===== src/common/pir_pkg.sv =====
// package for the identification and interrupt flag register bank
// assumes a single 10 MHz clock and a byte-wide internal register port
package pir_pkg;

    // register offsets on the internal byte port
    localparam logic [7:0] ADDR_PART_LOW  = 8'h00;
    localparam logic [7:0] ADDR_REV_VAR   = 8'h01;
    localparam logic [7:0] ADDR_IRQ_FLAGS = 8'h02;

    // interrupt flag bit positions
    localparam int BIT_FAULT    = 7;
    localparam int BIT_SHUTDOWN = 3;
    localparam int BIT_HOT_DIE  = 0;

    // reset values, zero byte and the mask of writable flag bits
    localparam logic [7:0] IRQ_RESET   = 8'h00;
    localparam logic [7:0] ZERO_BYTE   = 8'h00;
    localparam logic [7:0] IRQ_WR_MASK = 8'h89;

    // identification image as loaded from one-time-programmable memory
    typedef struct packed {
        logic [1:0]  silicon_revision;
        logic [1:0]  config_variant;
        logic [11:0] part_number;
    } pir_id_s;

    localparam pir_id_s ID_RESET = '0;

    // configuration variant letters, one per code
    typedef enum logic [1:0] {
        PIR_VAR_A = 2'h0,
        PIR_VAR_B = 2'h1,
        PIR_VAR_C = 2'h2,
        PIR_VAR_D = 2'h3
    } pir_variant_e;

    // device events, one-cycle pulses or levels sampled every clock
    typedef struct packed {
        logic rail_fault;
        logic die_critical;
        logic die_hot;
        logic shutdown;
    } pir_event_s;

endpackage


===== src/core/pir_regs.sv =====
// identification registers and interrupt flag register of the power manager
// assumes the serial target engine presents byte reads and writes synchronously
// events arrive as active-high levels synchronous to sys_clk
`timescale 1ns/10ps

// How it works
// - offset 00h reads part number bits 7:0
// - offset 01h reads revision, variant, part high
// - variant code 0..3 names letter A..D
// - flag register at 02h resets to zero
// - fault bit7, shutdown bit3, hot die bit0
// - flags stick until host writes one
// - rail fault or critical sets fault; hot crossing sets bit0
// - id fields load from otp after reset
module pir_regs (
    input  wire logic                sys_clk,
    input  wire logic                rstn,
    input  wire logic                otp_valid,
    input  wire pir_pkg::pir_id_s    otp_id,
    input  wire pir_pkg::pir_event_s dev_event,
    input  wire logic                reg_wr,
    input  wire logic                reg_rd,
    input  wire logic [7:0]          reg_addr,
    input  wire logic [7:0]          reg_wdata,
    output logic      [7:0]          reg_rdata,
    output logic      [7:0]          irq_flags,
    output logic      [1:0]          variant_code
);

    // latched identification image
    pir_pkg::pir_id_s id_q;
    // have we already captured the otp image
    logic             id_loaded_q;
    // sticky flag register
    logic [7:0]       irq_q;
    logic [7:0]       irq_d;
    // read data holding register
    logic [7:0]       rdata_q;
    logic [7:0]       rdata_d;
    // previous hot-die level for crossing detection
    logic             hot_prev_q;

    // decode of one offset
    function automatic logic hit(input logic [7:0] a, input logic [7:0] off);
        hit = (a == off);
    endfunction

    // one select per mapped offset
    wire logic       sel_low  = hit(reg_addr, pir_pkg::ADDR_PART_LOW);
    wire logic       sel_rev  = hit(reg_addr, pir_pkg::ADDR_REV_VAR);
    wire logic       sel_irq  = hit(reg_addr, pir_pkg::ADDR_IRQ_FLAGS);
    // write-one-clear strobes, only on writable flag bits
    wire logic [7:0] clr_mask = (reg_wr && sel_irq) ? (reg_wdata & pir_pkg::IRQ_WR_MASK) : pir_pkg::ZERO_BYTE;
    // rising above the hot threshold, not the level itself
    wire logic       hot_rise = dev_event.die_hot && !hot_prev_q;

    // set terms per flag bit
    logic [7:0] set_mask;
    always_comb begin
        set_mask                        = pir_pkg::ZERO_BYTE;
        set_mask[pir_pkg::BIT_FAULT]    = dev_event.rail_fault || dev_event.die_critical;
        set_mask[pir_pkg::BIT_SHUTDOWN] = dev_event.shutdown;
        set_mask[pir_pkg::BIT_HOT_DIE]  = hot_rise;
    end

    // set beats clear so an event in the clearing cycle is kept
    // final mask keeps reserved positions at zero whatever the set terms say
    assign irq_d = ((irq_q & ~clr_mask) | set_mask) & pir_pkg::IRQ_WR_MASK;

    // byte image of each mapped offset
    wire logic [7:0] img_low = id_q.part_number[7:0];
    wire logic [7:0] img_rev = {id_q.silicon_revision, id_q.config_variant, id_q.part_number[11:8]};
    // reserved flag bits are already held at zero in irq_q
    wire logic [7:0] img_irq = irq_q;
    // offset select; unmapped offsets read zero
    wire logic [7:0] rd_sel  = sel_low ? img_low :
                               sel_rev ? img_rev :
                               sel_irq ? img_irq : pir_pkg::ZERO_BYTE;
    // only a read strobe moves the read byte, so it stands until the next read
    assign rdata_d = reg_rd ? rd_sel : rdata_q;

    // flag register and hot edge history
    // a die already hot at release counts as a crossing, which errs on the safe side
    always_ff @(posedge sys_clk or negedge rstn) begin
        if (!rstn) begin
            // all flags clear on reset
            irq_q      <= pir_pkg::IRQ_RESET;
            hot_prev_q <= 1'h0;
        end else begin
            // next flags already carry set, clear and reserved masking
            irq_q      <= irq_d;
            hot_prev_q <= dev_event.die_hot;
        end
    end

    // otp capture after reset release; a strap-like level so clocked, not reset-loaded
    // only the first valid cycle counts, so later activity on the otp lines cannot alter the id
    always_ff @(posedge sys_clk or negedge rstn) begin
        if (!rstn) begin
            // id reads zero until the otp image arrives
            id_q        <= pir_pkg::ID_RESET;
            id_loaded_q <= 1'h0;
        end else if (otp_valid && !id_loaded_q) begin
            // first valid cycle after release
            id_q        <= otp_id;
            id_loaded_q <= 1'h1;
        end
    end

    // read data register, so the read byte leaves straight from a flip-flop
    always_ff @(posedge sys_clk or negedge rstn) begin
        if (!rstn) begin
            // nothing read yet
            rdata_q <= pir_pkg::ZERO_BYTE;
        end else begin
            // holds unless a read strobe came
            rdata_q <= rdata_d;
        end
    end

    assign reg_rdata    = rdata_q;
    assign irq_flags    = irq_q;
    // code 0..3 stands for variant letters A..D, see pir_variant_e
    assign variant_code = id_q.config_variant;

    // shutdown cause clearing order is the host's duty; the flag just obeys write-one

    a_fault_sets: assert property (@(posedge sys_clk) disable iff (!rstn)
        (dev_event.rail_fault || dev_event.die_critical) |=> irq_flags[pir_pkg::BIT_FAULT])
        else $error("fault event did not set flag");

    a_hot_edge_sets: assert property (@(posedge sys_clk) disable iff (!rstn)
        (dev_event.die_hot && !$past(dev_event.die_hot)) |=> irq_flags[pir_pkg::BIT_HOT_DIE])
        else $error("hot crossing did not set flag");

    a_shutdown_sets: assert property (@(posedge sys_clk) disable iff (!rstn)
        dev_event.shutdown |=> irq_flags[pir_pkg::BIT_SHUTDOWN])
        else $error("shutdown event did not set flag");

    a_flags_sticky: assert property (@(posedge sys_clk) disable iff (!rstn)
        (irq_flags[pir_pkg::BIT_FAULT] && !(reg_wr && sel_irq && reg_wdata[pir_pkg::BIT_FAULT]))
        |=> irq_flags[pir_pkg::BIT_FAULT])
        else $error("fault flag dropped without write one");

    a_w1c_clears: assert property (@(posedge sys_clk) disable iff (!rstn)
        (reg_wr && sel_irq && reg_wdata[pir_pkg::BIT_SHUTDOWN] && !dev_event.shutdown)
        |=> !irq_flags[pir_pkg::BIT_SHUTDOWN])
        else $error("write one did not clear shutdown flag");

    a_reserved_zero: assert property (@(posedge sys_clk) disable iff (!rstn)
        (irq_flags & ~pir_pkg::IRQ_WR_MASK) == pir_pkg::ZERO_BYTE)
        else $error("reserved flag bit set");

    a_read_low: assert property (@(posedge sys_clk) disable iff (!rstn)
        (reg_rd && sel_low) |=> reg_rdata == $past(id_q.part_number[7:0]))
        else $error("part number low read wrong");

    a_read_rev: assert property (@(posedge sys_clk) disable iff (!rstn)
        (reg_rd && sel_rev) |=> reg_rdata[7:6] == $past(id_q.silicon_revision)
        && reg_rdata[5:4] == $past(variant_code)
        && reg_rdata[3:0] == $past(id_q.part_number[11:8]))
        else $error("revision register read wrong");

    a_otp_load: assert property (@(posedge sys_clk) disable iff (!rstn)
        (otp_valid && !id_loaded_q) |=> id_q == $past(otp_id))
        else $error("otp image not captured");

    // flags must not rise without their event
    a_fault_quiet: assert property (@(posedge sys_clk) disable iff (!rstn)
        (!irq_flags[pir_pkg::BIT_FAULT] && !dev_event.rail_fault && !dev_event.die_critical)
        |=> !irq_flags[pir_pkg::BIT_FAULT])
        else $error("fault flag set without event");

    a_shutdown_quiet: assert property (@(posedge sys_clk) disable iff (!rstn)
        (!irq_flags[pir_pkg::BIT_SHUTDOWN] && !dev_event.shutdown) |=> !irq_flags[pir_pkg::BIT_SHUTDOWN])
        else $error("shutdown flag set without event");

    // the other two flags stick as the fault flag does
    a_shutdown_sticky: assert property (@(posedge sys_clk) disable iff (!rstn)
        (irq_flags[pir_pkg::BIT_SHUTDOWN] && !(reg_wr && sel_irq && reg_wdata[pir_pkg::BIT_SHUTDOWN]))
        |=> irq_flags[pir_pkg::BIT_SHUTDOWN])
        else $error("shutdown flag dropped without write one");

    a_hot_sticky: assert property (@(posedge sys_clk) disable iff (!rstn)
        (irq_flags[pir_pkg::BIT_HOT_DIE] && !(reg_wr && sel_irq && reg_wdata[pir_pkg::BIT_HOT_DIE]))
        |=> irq_flags[pir_pkg::BIT_HOT_DIE])
        else $error("hot flag dropped without write one");

    // write one clears the fault and hot flags when no event is pending
    a_fault_w1c: assert property (@(posedge sys_clk) disable iff (!rstn)
        (reg_wr && sel_irq && reg_wdata[pir_pkg::BIT_FAULT] && !dev_event.rail_fault && !dev_event.die_critical)
        |=> !irq_flags[pir_pkg::BIT_FAULT])
        else $error("write one did not clear fault flag");

    a_hot_w1c: assert property (@(posedge sys_clk) disable iff (!rstn)
        (reg_wr && sel_irq && reg_wdata[pir_pkg::BIT_HOT_DIE] && !hot_rise)
        |=> !irq_flags[pir_pkg::BIT_HOT_DIE])
        else $error("write one did not clear hot flag");

    // an event in the clearing cycle wins over the clear
    a_set_wins: assert property (@(posedge sys_clk) disable iff (!rstn)
        (reg_wr && sel_irq && reg_wdata[pir_pkg::BIT_SHUTDOWN] && dev_event.shutdown)
        |=> irq_flags[pir_pkg::BIT_SHUTDOWN])
        else $error("clear beat a shutdown event");

    // read path of the flag byte and of unmapped offsets
    a_read_irq: assert property (@(posedge sys_clk) disable iff (!rstn)
        (reg_rd && sel_irq) |=> reg_rdata == $past(irq_flags))
        else $error("flag register read wrong");

    a_read_unmapped: assert property (@(posedge sys_clk) disable iff (!rstn)
        (reg_rd && !sel_low && !sel_rev && !sel_irq) |=> reg_rdata == pir_pkg::ZERO_BYTE)
        else $error("unmapped offset read not zero");

    // read byte stands between reads
    a_rdata_stands: assert property (@(posedge sys_clk) disable iff (!rstn)
        !reg_rd |=> $stable(reg_rdata))
        else $error("read data moved without a read");

    // id image never changes once captured
    a_id_stable: assert property (@(posedge sys_clk) disable iff (!rstn)
        id_loaded_q |=> $stable(id_q))
        else $error("id image changed after capture");

endmodule


===== config.mk =====
export PLATFORM = sky130hd
export DESIGN_NAME = pir_regs
export DESIGN_NICKNAME = d
export VERILOG_FILES = /design/src/common/pir_pkg.sv /design/src/core/pir_regs.sv
export SDC_FILE = /design/constraint.sdc
export NUM_CORES = 1
export LEC_CHECK = 0
export BUFFER_PORTS_ARGS = -buffer_cell sky130_fd_sc_hd__buf_2
export CAP_MARGIN = 30
export CORE_MARGIN = 1
export CORE_UTILIZATION = 40
export CTS_CLUSTER_SIZE = 24
export DETAILED_ROUTE_END_ITERATION = 8
export GPL_ROUTABILITY_DRIVEN = 0
export PLACE_DENSITY_LB_ADDON = 0.25
export SYNTH_ARGS = -nofsm -noshare
export SYNTH_HDL_FRONTEND = slang
export SYNTH_SLANG_ARGS = --single-unit

===== constraint.sdc =====
create_clock -name sys_clk -period 2.1 [get_ports sys_clk]
set_input_delay 0.105 -clock sys_clk [delete_from_list [all_inputs] [get_ports sys_clk]]
set_output_delay 0.105 -clock sys_clk [all_outputs]
set_load 0.03 [all_outputs]

==> run summary, run 1 <==
Cell Area, Synth -> 0.00131 mm^2
FMAX -> 0.713 GHz
status -> finished clean
clk root buf -> clkbuf_4
leading area contributor after synthesis -> dfrtp_1
number of post-CTS setup repair buffers -> 0
detailed-placement wirelength estimate -> 1.86 mm
I/O pin total -> 59
Seq cells post-synth -> 29
Distinct cells, synth -> 23
Mapped Cells -> 105
fin nets -> 213
largest net degree at the start of global routing -> 30
Worst Path Required -> 2.31 ns
global route total overflow -> 0
DRT antenna net count -> 0
EDFF count, synth -> 0
Slew Viols, Final -> 0
top-area cell type share of the netlist area -> 55.3%
number of setup violations in the final report -> 0
Ys Warns -> 0
Worst setup EP type -> flop
drt pass-1 iters -> 4
DP Worst Slack -> 0.903 ns
vias in the first global route -> 943
crit-path max FO -> 5
Worst Setup Path Type -> in2reg
DRC -> 0
final core utilization -> 58.8%
CTS tree -> done
Worst-path clk slew -> 0.08 ns
Initial Utilization -> 42.6%
Power Total -> 1170 uW
CTS H-tree depth -> 2
Die Width -> 59.3 um
skew final -> 0.00106 ns
clk sinks -> 29
Peak VDD IR -> 0.000453 V
family with the most delay on the worst path -> buffers and inverters
gr usage total -> 16.8%
Final Hold Viols -> 0
die area -> 0.00351 mm^2
Most used DFF post-synth -> dfrtp_1
Port Buffer Count -> 48
post-cts resize count -> 0
Area contributors post-synth -> dfrtp_1, mux2_2, buf_4
WL final -> 2.48 mm
total CTS buffers -> 5
syn avg cell area -> 12.5 um^2
worst stage delay on the critical path -> 0.56 ns
crit path DAT -> 1.61 ns
Vias -> 990
core area -> 0.00308 mm^2
Die Y -> 59.3 um
# Max-Cap Violations -> 0
Synth async-reset ratio -> 100%
RSZ-0062 raised after global routing -> false
Avg Vias per Cell -> 4.56
Reg2Reg Depth -> 2
Crit-path slowest cell -> dlygate4sd3_1
Antenna diodes -> 0
sequential share of the synthesized area -> 55.3%
clock tree buffer depth -> 2
CP Cell Sequence -> buf_2 -> nor4_4 -> nand4_1 -> a211o_1 -> dlygate4sd3_1
initial antenna violation count -> 0
P&R area growth vs syn -> 37.8%
hold crit path type -> in2reg
Final WS setup -> 0.697 ns
Final period util -> 66.8%
first-pass GRT wire length -> 4.11 mm
pwr/cell area -> 645 mW/mm^2
min Tclk post-route -> 1.40 ns
share of cells above drive strength 1 -> 46.8%
Startpoint Class -> input port
initial drt markers -> 9
WP buf/inv -> 2
setup tns final -> 0 ns
Hold Path Depth -> 2
Crit. path cell count -> 5
Static Leakage -> 0.000862 uW
Slew headroom -> 59.5%
clk_lat worst skew -> 0.32 ns
Avg WL per Cell -> 11.4 um
Worst Tran Pin Value -> 0.607 ns
Rows -> 20
per-stage QoR:
step                hold WS, ns  cell area [um^2]  instances
floorplan                -0.191              1330        109
global placement          0.143              1560        191
detailed placement        0.159              1560        191
CTS                     0.00410              1810        217
global route            0.00260              1810        217
finish                   0.0226              1810        217
per-layer routing:
layer  track usage [%]  up-vias  wire [um]
met5                 0        -          0
met4              8.16        0         48
met3              6.55        7        133
met2              25.8       26       1210
met1              20.6      466       1090
li1                  -      491          -
layout make-up:
| class | count | area (um^2) |
|---|---|---|
| Tap cell | 44 | 55.1 |
| Clock buffer | 7 | 65.1 |
| Inverter | 9 | 33.8 |
| Sequential cell | 29 | 726 |
| Timing Repair Buffer | 68 | 435 |
| Fill cell | 263 | 1270 |
| Clock inverter | 1 | 5.00 |
| Multi-Input combinational cell | 59 | 489 |
final timing paths:
kind,startpoint,to,slack (ns)
min in group asynchronous,rstn,variant_code[1],0.32
max,reg_addr[3],irq_flags[7],0.70
min,otp_id[12],variant_code[0],0.02
max in group asynchronous,rstn,irq_flags[3],1.38
max reg2reg,irq_flags[7],irq_flags[7],0.76
min reg2reg,id_loaded_q,id_loaded_q,0.48
flip-flops by register name, summed over array words and instances, names as in the netlist:
name          flops
hot_prev_q        1
id_q             14
irq_flags         3
variant_code      2
id_loaded_q       1
reg_rdata         8
placed cells by master, fill, tap and decap left out, types with 2 or more instances in the layout:
cell	synthesis	final
mux2_2	21	21
dlygate4sd3_1	0	18
nand4_1	3	3
dfrtp_1	29	29
o22ai_1	8	8
mux2i_1	3	3
nand2_1	5	5
clkbuf_8	0	2
nor2b_1	2	2
clkbuf_4	0	5
inv_1	9	9
a2bb2oi_1	3	3
buf_2	2	48
conb_1	1	5
buf_4	8	2
repair_timing:
item	4_1_cts	5_1_grt
endpoints found under the hold margin	46	0
hold buffers	18	0
endpoints found under the setup margin	0	0
power breakdown:
| group | internal [uW] | switching (uW) |
|---|---|---|
| logic | 97.7 | 79.8 |
| clock network | 194 | 182 |
| registers | 595 | 18.9 |
| total | 887 | 281 |
worst register-to-register path, cell delays in order (launching register included):
cell and delay (ns):
dfrtp_1 0.40, a211o_1 0.27, dlygate4sd3_1 0.56
logic make-up (layout without fill, tap and decap cells):
kind of cell / count (synthesis) / after routing / synth area share [%]
buffers and inverters: 21 / 85 / 8.58
AND/OR/NAND/NOR: 16 / 16 / 7.82
multiplexers: 24 / 24 / 20.3
flip-flops: 29 / 29 / 55.3
AO/OA/AOI/OAI: 14 / 14 / 7.72
other: 1 / 5 / 0.286
cell usage after synthesis (2+ instances only):
library cell and count:
dfrtp_1 29, mux2_2 21, inv_1 9, buf_4 8, o22ai_1 8, nand2_1 5, a2bb2oi_1 3, mux2i_1 3
nand4_1 3, buf_2 2, nor2b_1 2
No activity file was read; power rests on OpenSTA's default activity.
==> run 2, diff against run 1 <==
==> constraint.sdc (replaced) <==
create_clock -name sys_clk -period 1.2 [get_ports sys_clk]
set_input_delay 0.06 -clock sys_clk [delete_from_list [all_inputs] [get_ports sys_clk]]
set_output_delay 0.06 -clock sys_clk [all_outputs]
set_load 0.03 [all_outputs]
==> run 2 against run 1 <==
Sequential cell count did not move. Non-clock buffer count increased by 5. Combinational power rose by 84%. Worst hold slack improved by 0.0080 ns. Clock power rose by 55%. Critical endpoint is now id_q[7]. Largest cell class unchanged. Highest routed layer unchanged.
==> run summary, run 2 (same netlist as run 1, synthesis figures left out) <==
status -> finished clean
Final period util -> 96.5%
Sw Share -> 24.3% (+0.31 points)
crit-path max FO -> 5 (unchanged)
worst hold slack -> 0.0306 ns (+0.00802 ns)
Slew headroom -> 58.5% (-1.0 points)
Final Hold Viols -> 0 (unchanged)
clk_lat worst skew -> 0.32 ns (about the same)
Slew Viols, Final -> 0 (unchanged)
Hold Crit Start -> reg_wdata[3]
P&R area growth vs syn -> 41.2%
die area -> 0.00351 mm^2 (unchanged)
initial drt markers -> 22 (+13)
Startpoint Class -> flop
min Tclk post-route -> 1.16 ns
total CTS buffers -> 5 (unchanged)
Hold Path Depth -> 3 (+1)
filler cell count -> 264 (+0.38%)
Inst Count DP -> 191 (unchanged)
Avg Vias per Cell -> 4.52 (-0.82%)
skew final -> 0.00306 ns (+0.00200 ns)
I/O pin total -> 59 (unchanged)
first-pass GRT wire length -> 4.45 mm (+8.4%)
FMAX -> 0.864 GHz
Int Power -> 1500 uW (+69%)
Comb pwr share -> 16.4% (+1.2 points)
R2R Path Start -> id_loaded_q
fin nets -> 218 (+2.3%)
clk root buf -> clkbuf_4
number of setup violations in the final report -> 0 (unchanged)
RSZ-0062 raised after global routing -> true
Worst setup EP type -> flop
Worst-path clk slew -> 0.08 ns (about the same)
pwr/cell area -> 1070 mW/mm^2 (+66%)
Worst Path Required -> 1.42 ns (-0.89 ns)
Largest Register -> id_q
CTS tree -> done
Sw Pwr -> 483 uW (+72%)
clock tree buffer depth -> 2 (unchanged)
drt pass-1 iters -> 3 (-1)
number of post-CTS setup repair buffers -> 0 (unchanged)
Initial Utilization -> 42.6% (unchanged)
Reg2Reg Depth -> 3 (+1)
final core utilization -> 60.2% (+1.4 points)
core area -> 0.00308 mm^2 (unchanged)
share of cells above drive strength 1 -> 45.8% (-1.1 points)
max reg flops -> 14 (unchanged)
WL final -> 2.64 mm (+6.4%)
Worst Tran Pin Value -> 0.623 ns (+0.0152 ns)
gr usage total -> 17.9% (+1.1 points)
CTS H-tree depth -> 2 (unchanged)
Avg WL per Cell -> 11.9 um (+4.5%)
Peak VDD IR -> 0.000725 V (+60%)
Antenna diodes -> 0 (unchanged)
global route total overflow -> 0 (unchanged)
clk sinks -> 29 (unchanged)
r2r setup slk -> 0.04 ns (-0.72 ns)
# Max-Cap Violations -> 0 (unchanged)
final cell count without fillers -> 221 (+1.8%)
DRT antenna net count -> 0 (unchanged)
largest net degree at the start of global routing -> 30 (unchanged)
Vias -> 1000 (+1.0%)
hold crit path type -> in2reg
Die Y -> 59.3 um (unchanged)
Worst R2R End -> id_q[7]
vias in the first global route -> 995 (+5.5%)
Die Width -> 59.3 um (unchanged)
detailed-placement wirelength estimate -> 1.80 mm (-3.6%)
Final WS setup -> 0.0419 ns (-0.655 ns)
Static Leakage -> 0.000882 uW (+2.3%)
Port Buffer Count -> 48 (unchanged)
commonest cells after routing, fill and taps aside -> buf_2, dfrtp_1, dlygate4sd3_1
Clock power frac -> 29.4% (-2.8 points)
crit path DAT -> 1.37 ns (-0.24 ns)
most common cell after layout, fill and taps aside -> buf_2
initial antenna violation count -> 0 (unchanged)
Worst Setup Path Type -> reg2reg
DRC -> 0 (unchanged)
DP Worst Slack -> 0.00633 ns (-0.897 ns)
Multi-input gate area -> 497 um^2 (+1.5%)
sequential share of power -> 54.2% (+1.6 points)
Rows -> 20 (unchanged)
Hold Path End -> irq_flags[3]
register area -> 726 um^2 (unchanged)
-- run 2: cell type report --
cell class	count	area share (%)
Clock buffer	7	2.97
Inverter	9	1.82
Timing Repair Buffer	73	26.3
Multi-Input combinational cell	59	26.8
Tap cell	44	2.97
Sequential cell	29	39.2
-- run 2: timing repair --
action | 4_1_cts | 5_1_grt
gates resized for setup | 3 | 2
endpoints found under the setup margin | 9 | 16
cloned | 1 | 0
endpoints found under the hold margin | 50 | 0
hold buffers | 22 | 0
-- run 2: worst max-delay path, cell delays in order (launching register included) --
cell	delay, ns
dfrtp_1	0.41
nor2b_4	0.15
buf_4	0.16
mux2_2	0.33
-- run 2: through the flow --
| stage | instance area, um^2 | power, uW | setup TNS (ns) |
|---|---|---|---|
| after floorplan | 1330 | 1280 | 0 |
| after global placement | 1560 | 1360 | 0 |
| after detailed placement | 1560 | 1360 | 0 |
| after CTS | 1840 | 2010 | 0 |
| after global routing | 1850 | 2100 | -0.0672 |
| final | 1850 | 1980 | 0 |
-- run 2: worst max path at each step --
| stage | from | to | slack, ns | cells past startpoint |
|---|---|---|---|---|
| 6_report | id_loaded_q | id_q[7] | 0.04 | 3 |
| 5_1_grt | id_loaded_q | id_q[9] | -0.02 | 3 |
| 4_1_cts | id_loaded_q | id_q[14] | 0.02 | 3 |
| 3_5_place_dp | id_loaded_q | id_q[7] | 0.006 | 3 |
| 3_3_place_gp | id_loaded_q | id_q[3] | 0.04 | 3 |
| 2_1_floorplan | id_loaded_q | id_q[10] | 0.02 | 4 |
-- run 2: power by group through the flow --
stage	registers [uW]	clock network, uW	logic [uW]
floorplan	1090	0	189
detailed placement	1100	0	269
global route	1090	655	356
global placement	1090	0	264
CTS	1080	605	325
finish	1080	583	325
-- run 2: routing by layer --
metal	track usage, %	vias up	wire length [um]
met5	0	-	0
met4	8.16	0	67
met3	7.64	7	166
met2	27.6	30	1240
met1	21.8	458	1160
li1	-	505	-
==> run 3, diff against run 2 <==
--- a/config.mk
+++ b/config.mk
@@ -8,7 +8,7 @@
 export BUFFER_PORTS_ARGS = -buffer_cell sky130_fd_sc_hd__buf_2
 export CAP_MARGIN = 30
 export CORE_MARGIN = 1
-export CORE_UTILIZATION = 40
+export CORE_UTILIZATION = 46
 export CTS_CLUSTER_SIZE = 24
 export DETAILED_ROUTE_END_ITERATION = 8
 export GPL_ROUTABILITY_DRIVEN = 0
==> constraint.sdc (replaced) <==
create_clock -name sys_clk -period 1.1 [get_ports sys_clk]
set_input_delay 0.055 -clock sys_clk [delete_from_list [all_inputs] [get_ports sys_clk]]
set_output_delay 0.055 -clock sys_clk [all_outputs]
set_load 0.03 [all_outputs]
==> run 3 against run 2 <==
The run now ends with hold timing, setup timing left. Via count up 3.8%. Die area down 13%. Power up 12%. Critical path type unchanged. Largest cell class unchanged. Largest power group unchanged.
==> run summary, run 3 (same netlist as run 1, synthesis figures left out) <==
die area -> 0.00307 mm^2 (-13%)
Antenna diodes -> 0 (unchanged)
hold crit path type -> in2reg
crit-path max FO -> 8 (+3)
max reg flops -> 14 (unchanged)
Crit-path slowest cell -> dfrtp_1
worst hold slack -> -0.0587 ns (-0.0893 ns)
clk root buf -> clkbuf_4
first-pass GRT wire length -> 4.93 mm (+11%)
status -> complete, but fails checks
Initial Utilization -> 48.0% (+5.4 points)
DRT antenna net count -> 0 (unchanged)
Worst setup EP type -> flop
number of post-CTS setup repair buffers -> 0 (unchanged)
Static Leakage -> 0.000930 uW (+5.5%)
met1 Usage GRT -> 27.3% (+5.6 points)
Worst Setup Path Type -> reg2reg
share of cells above drive strength 1 -> 46.9% (+1.2 points)
global route total overflow -> 0 (unchanged)
commonest cells after routing, fill and taps aside -> buf_2, dfrtp_1, dlygate4sd3_1
DP Worst Slack -> -0.0694 ns (-0.0758 ns)
gr usage total -> 21.3% (+3.4 points)
clk sinks -> 29 (unchanged)
Worst Path Required -> 1.30 ns (-0.12 ns)
vias in the first global route -> 1050 (+5.5%)
Die Y -> 55.4 um (-6.5%)
core area -> 0.00273 mm^2 (-11%)
CP Cell Sequence -> nor2b_2 -> buf_6 -> mux2_4
Avg Vias per Cell -> 4.94 (+9.2%)
WL final -> 2.96 mm (+12%)
Vias -> 1038 (+3.8%)
skew final -> 0.00705 ns (+0.00400 ns)
RSZ-0062 raised after global routing -> true
crit path DAT -> 1.36 ns (about the same)
P&R area growth vs syn -> 45.4%
total CTS buffers -> 5 (unchanged)
Slew Viols, Final -> 0 (unchanged)
Avg WL per Cell -> 14.1 um (+18%)
WP buf/inv -> 1 (unchanged)
largest net degree at the start of global routing -> 30 (unchanged)
min Tclk post-route -> 1.15 ns (-0.00638 ns)
CTS H-tree depth -> 2 (unchanged)
Largest Register -> id_q
most common cell after layout, fill and taps aside -> buf_2
number of setup violations in the final report -> 16 (+16)
Peak VDD IR -> 0.000855 V (+18%)
r2r setup slk -> -0.05 ns (-0.09 ns)
Final WS setup -> -0.0517 ns (-0.0936 ns)
Final Hold Viols -> 1 (+1)
clock tree buffer depth -> 2 (unchanged)
grt met2 use -> 33.4% (+5.8 points)
fin nets -> 220 (+0.92%)
CTS tree -> done
Die Width -> 55.4 um (-6.5%)
detailed-placement wirelength estimate -> 1.98 mm (+10%)
pwr/cell area -> 1170 mW/mm^2 (+9.2%)
Worst-path clk slew -> 0.08 ns (about the same)
initial antenna violation count -> 0 (unchanged)
Startpoint Class -> flop
family with the most delay on the worst path -> flip-flops
I/O pin total -> 59 (unchanged)
initial drt markers -> 43 (+95%)
# Max-Cap Violations -> 0 (unchanged)
failing checks -> hold timing, setup timing
Final period util -> 105% (+8.2 points)
cts hold-fix bufs -> 21 (-4.5%)
drt pass-1 iters -> 4 (+1)
Most Crowded Layer GR -> met2
DRC -> 0 (unchanged)
GRT met3 Usage -> 5.62% (-2.0 points)
clk_lat worst skew -> 0.32 ns (about the same)
FMAX -> 0.868 GHz (+0.55%)
Rows -> 19 (-5.0%)
Power Total -> 2230 uW (+12%)
worst stage delay on the critical path -> 0.39 ns (-0.02 ns)
Port Buffer Count -> 48 (unchanged)
==> run 3: final cells by class <==
cell class	instances	area, um^2
Inverter	9	33.8
Timing Repair Buffer	75	503
Fill cell	216	826
Tap cell	31	38.8
Multi-Input combinational cell	59	552
Clock buffer	7	55.1
Sequential cell	29	726
==> run 3: power by group <==
| part | switching, uW | total (uW) | internal, uW |
|---|---|---|---|
| registers | 46.8 | 1180 | 1140 |
| logic | 166 | 408 | 241 |
| clock network | 337 | 638 | 301 |
==> run 3: through the flow <==
stage          instances  area [um^2]  util, %  hold WS [ns]  TNS, ns
2_1_floorplan        109         1380        -        -0.241   -0.701
3_3_place_gp         182         1610     59.0        0.0728   -0.188
3_5_place_dp         182         1610     59.0        0.0805   -0.550
4_1_cts              210         1910     69.8       -0.0730   -0.825
5_1_grt              210         1910     69.8       -0.0650    -1.45
6_report             210         1910     69.8       -0.0587   -0.720
==> run 3: worst paths after layout <==
check                                 start          end  cells after the start
max in group asynchronous              rstn      id_q[1]                      3
worst min-delay path              otp_valid  id_loaded_q                      2
worst max register to register  id_loaded_q      id_q[5]                      3
worst max-delay path            id_loaded_q      id_q[5]                      3
worst min register to register  id_loaded_q  id_loaded_q                      1
min in group asynchronous              rstn   hot_prev_q                      3
==> run 3: repair_timing <==
| action | in CTS | in global routing |
|---|---|---|
| gates resized for setup | 8 | 0 |
| pin swaps | 0 | 0 |
| setup endpoints to repair | 16 | 16 |
| hold endpoints to repair | 50 | 1 |
==> run 3: metal layers <==
metal | part of all wire (%) | vias to the layer above
met5 | 0 | -
met4 | 3.0 | 0
met3 | 6.6 | 11
met2 | 49 | 48
met1 | 41 | 475
li1 | - | 504
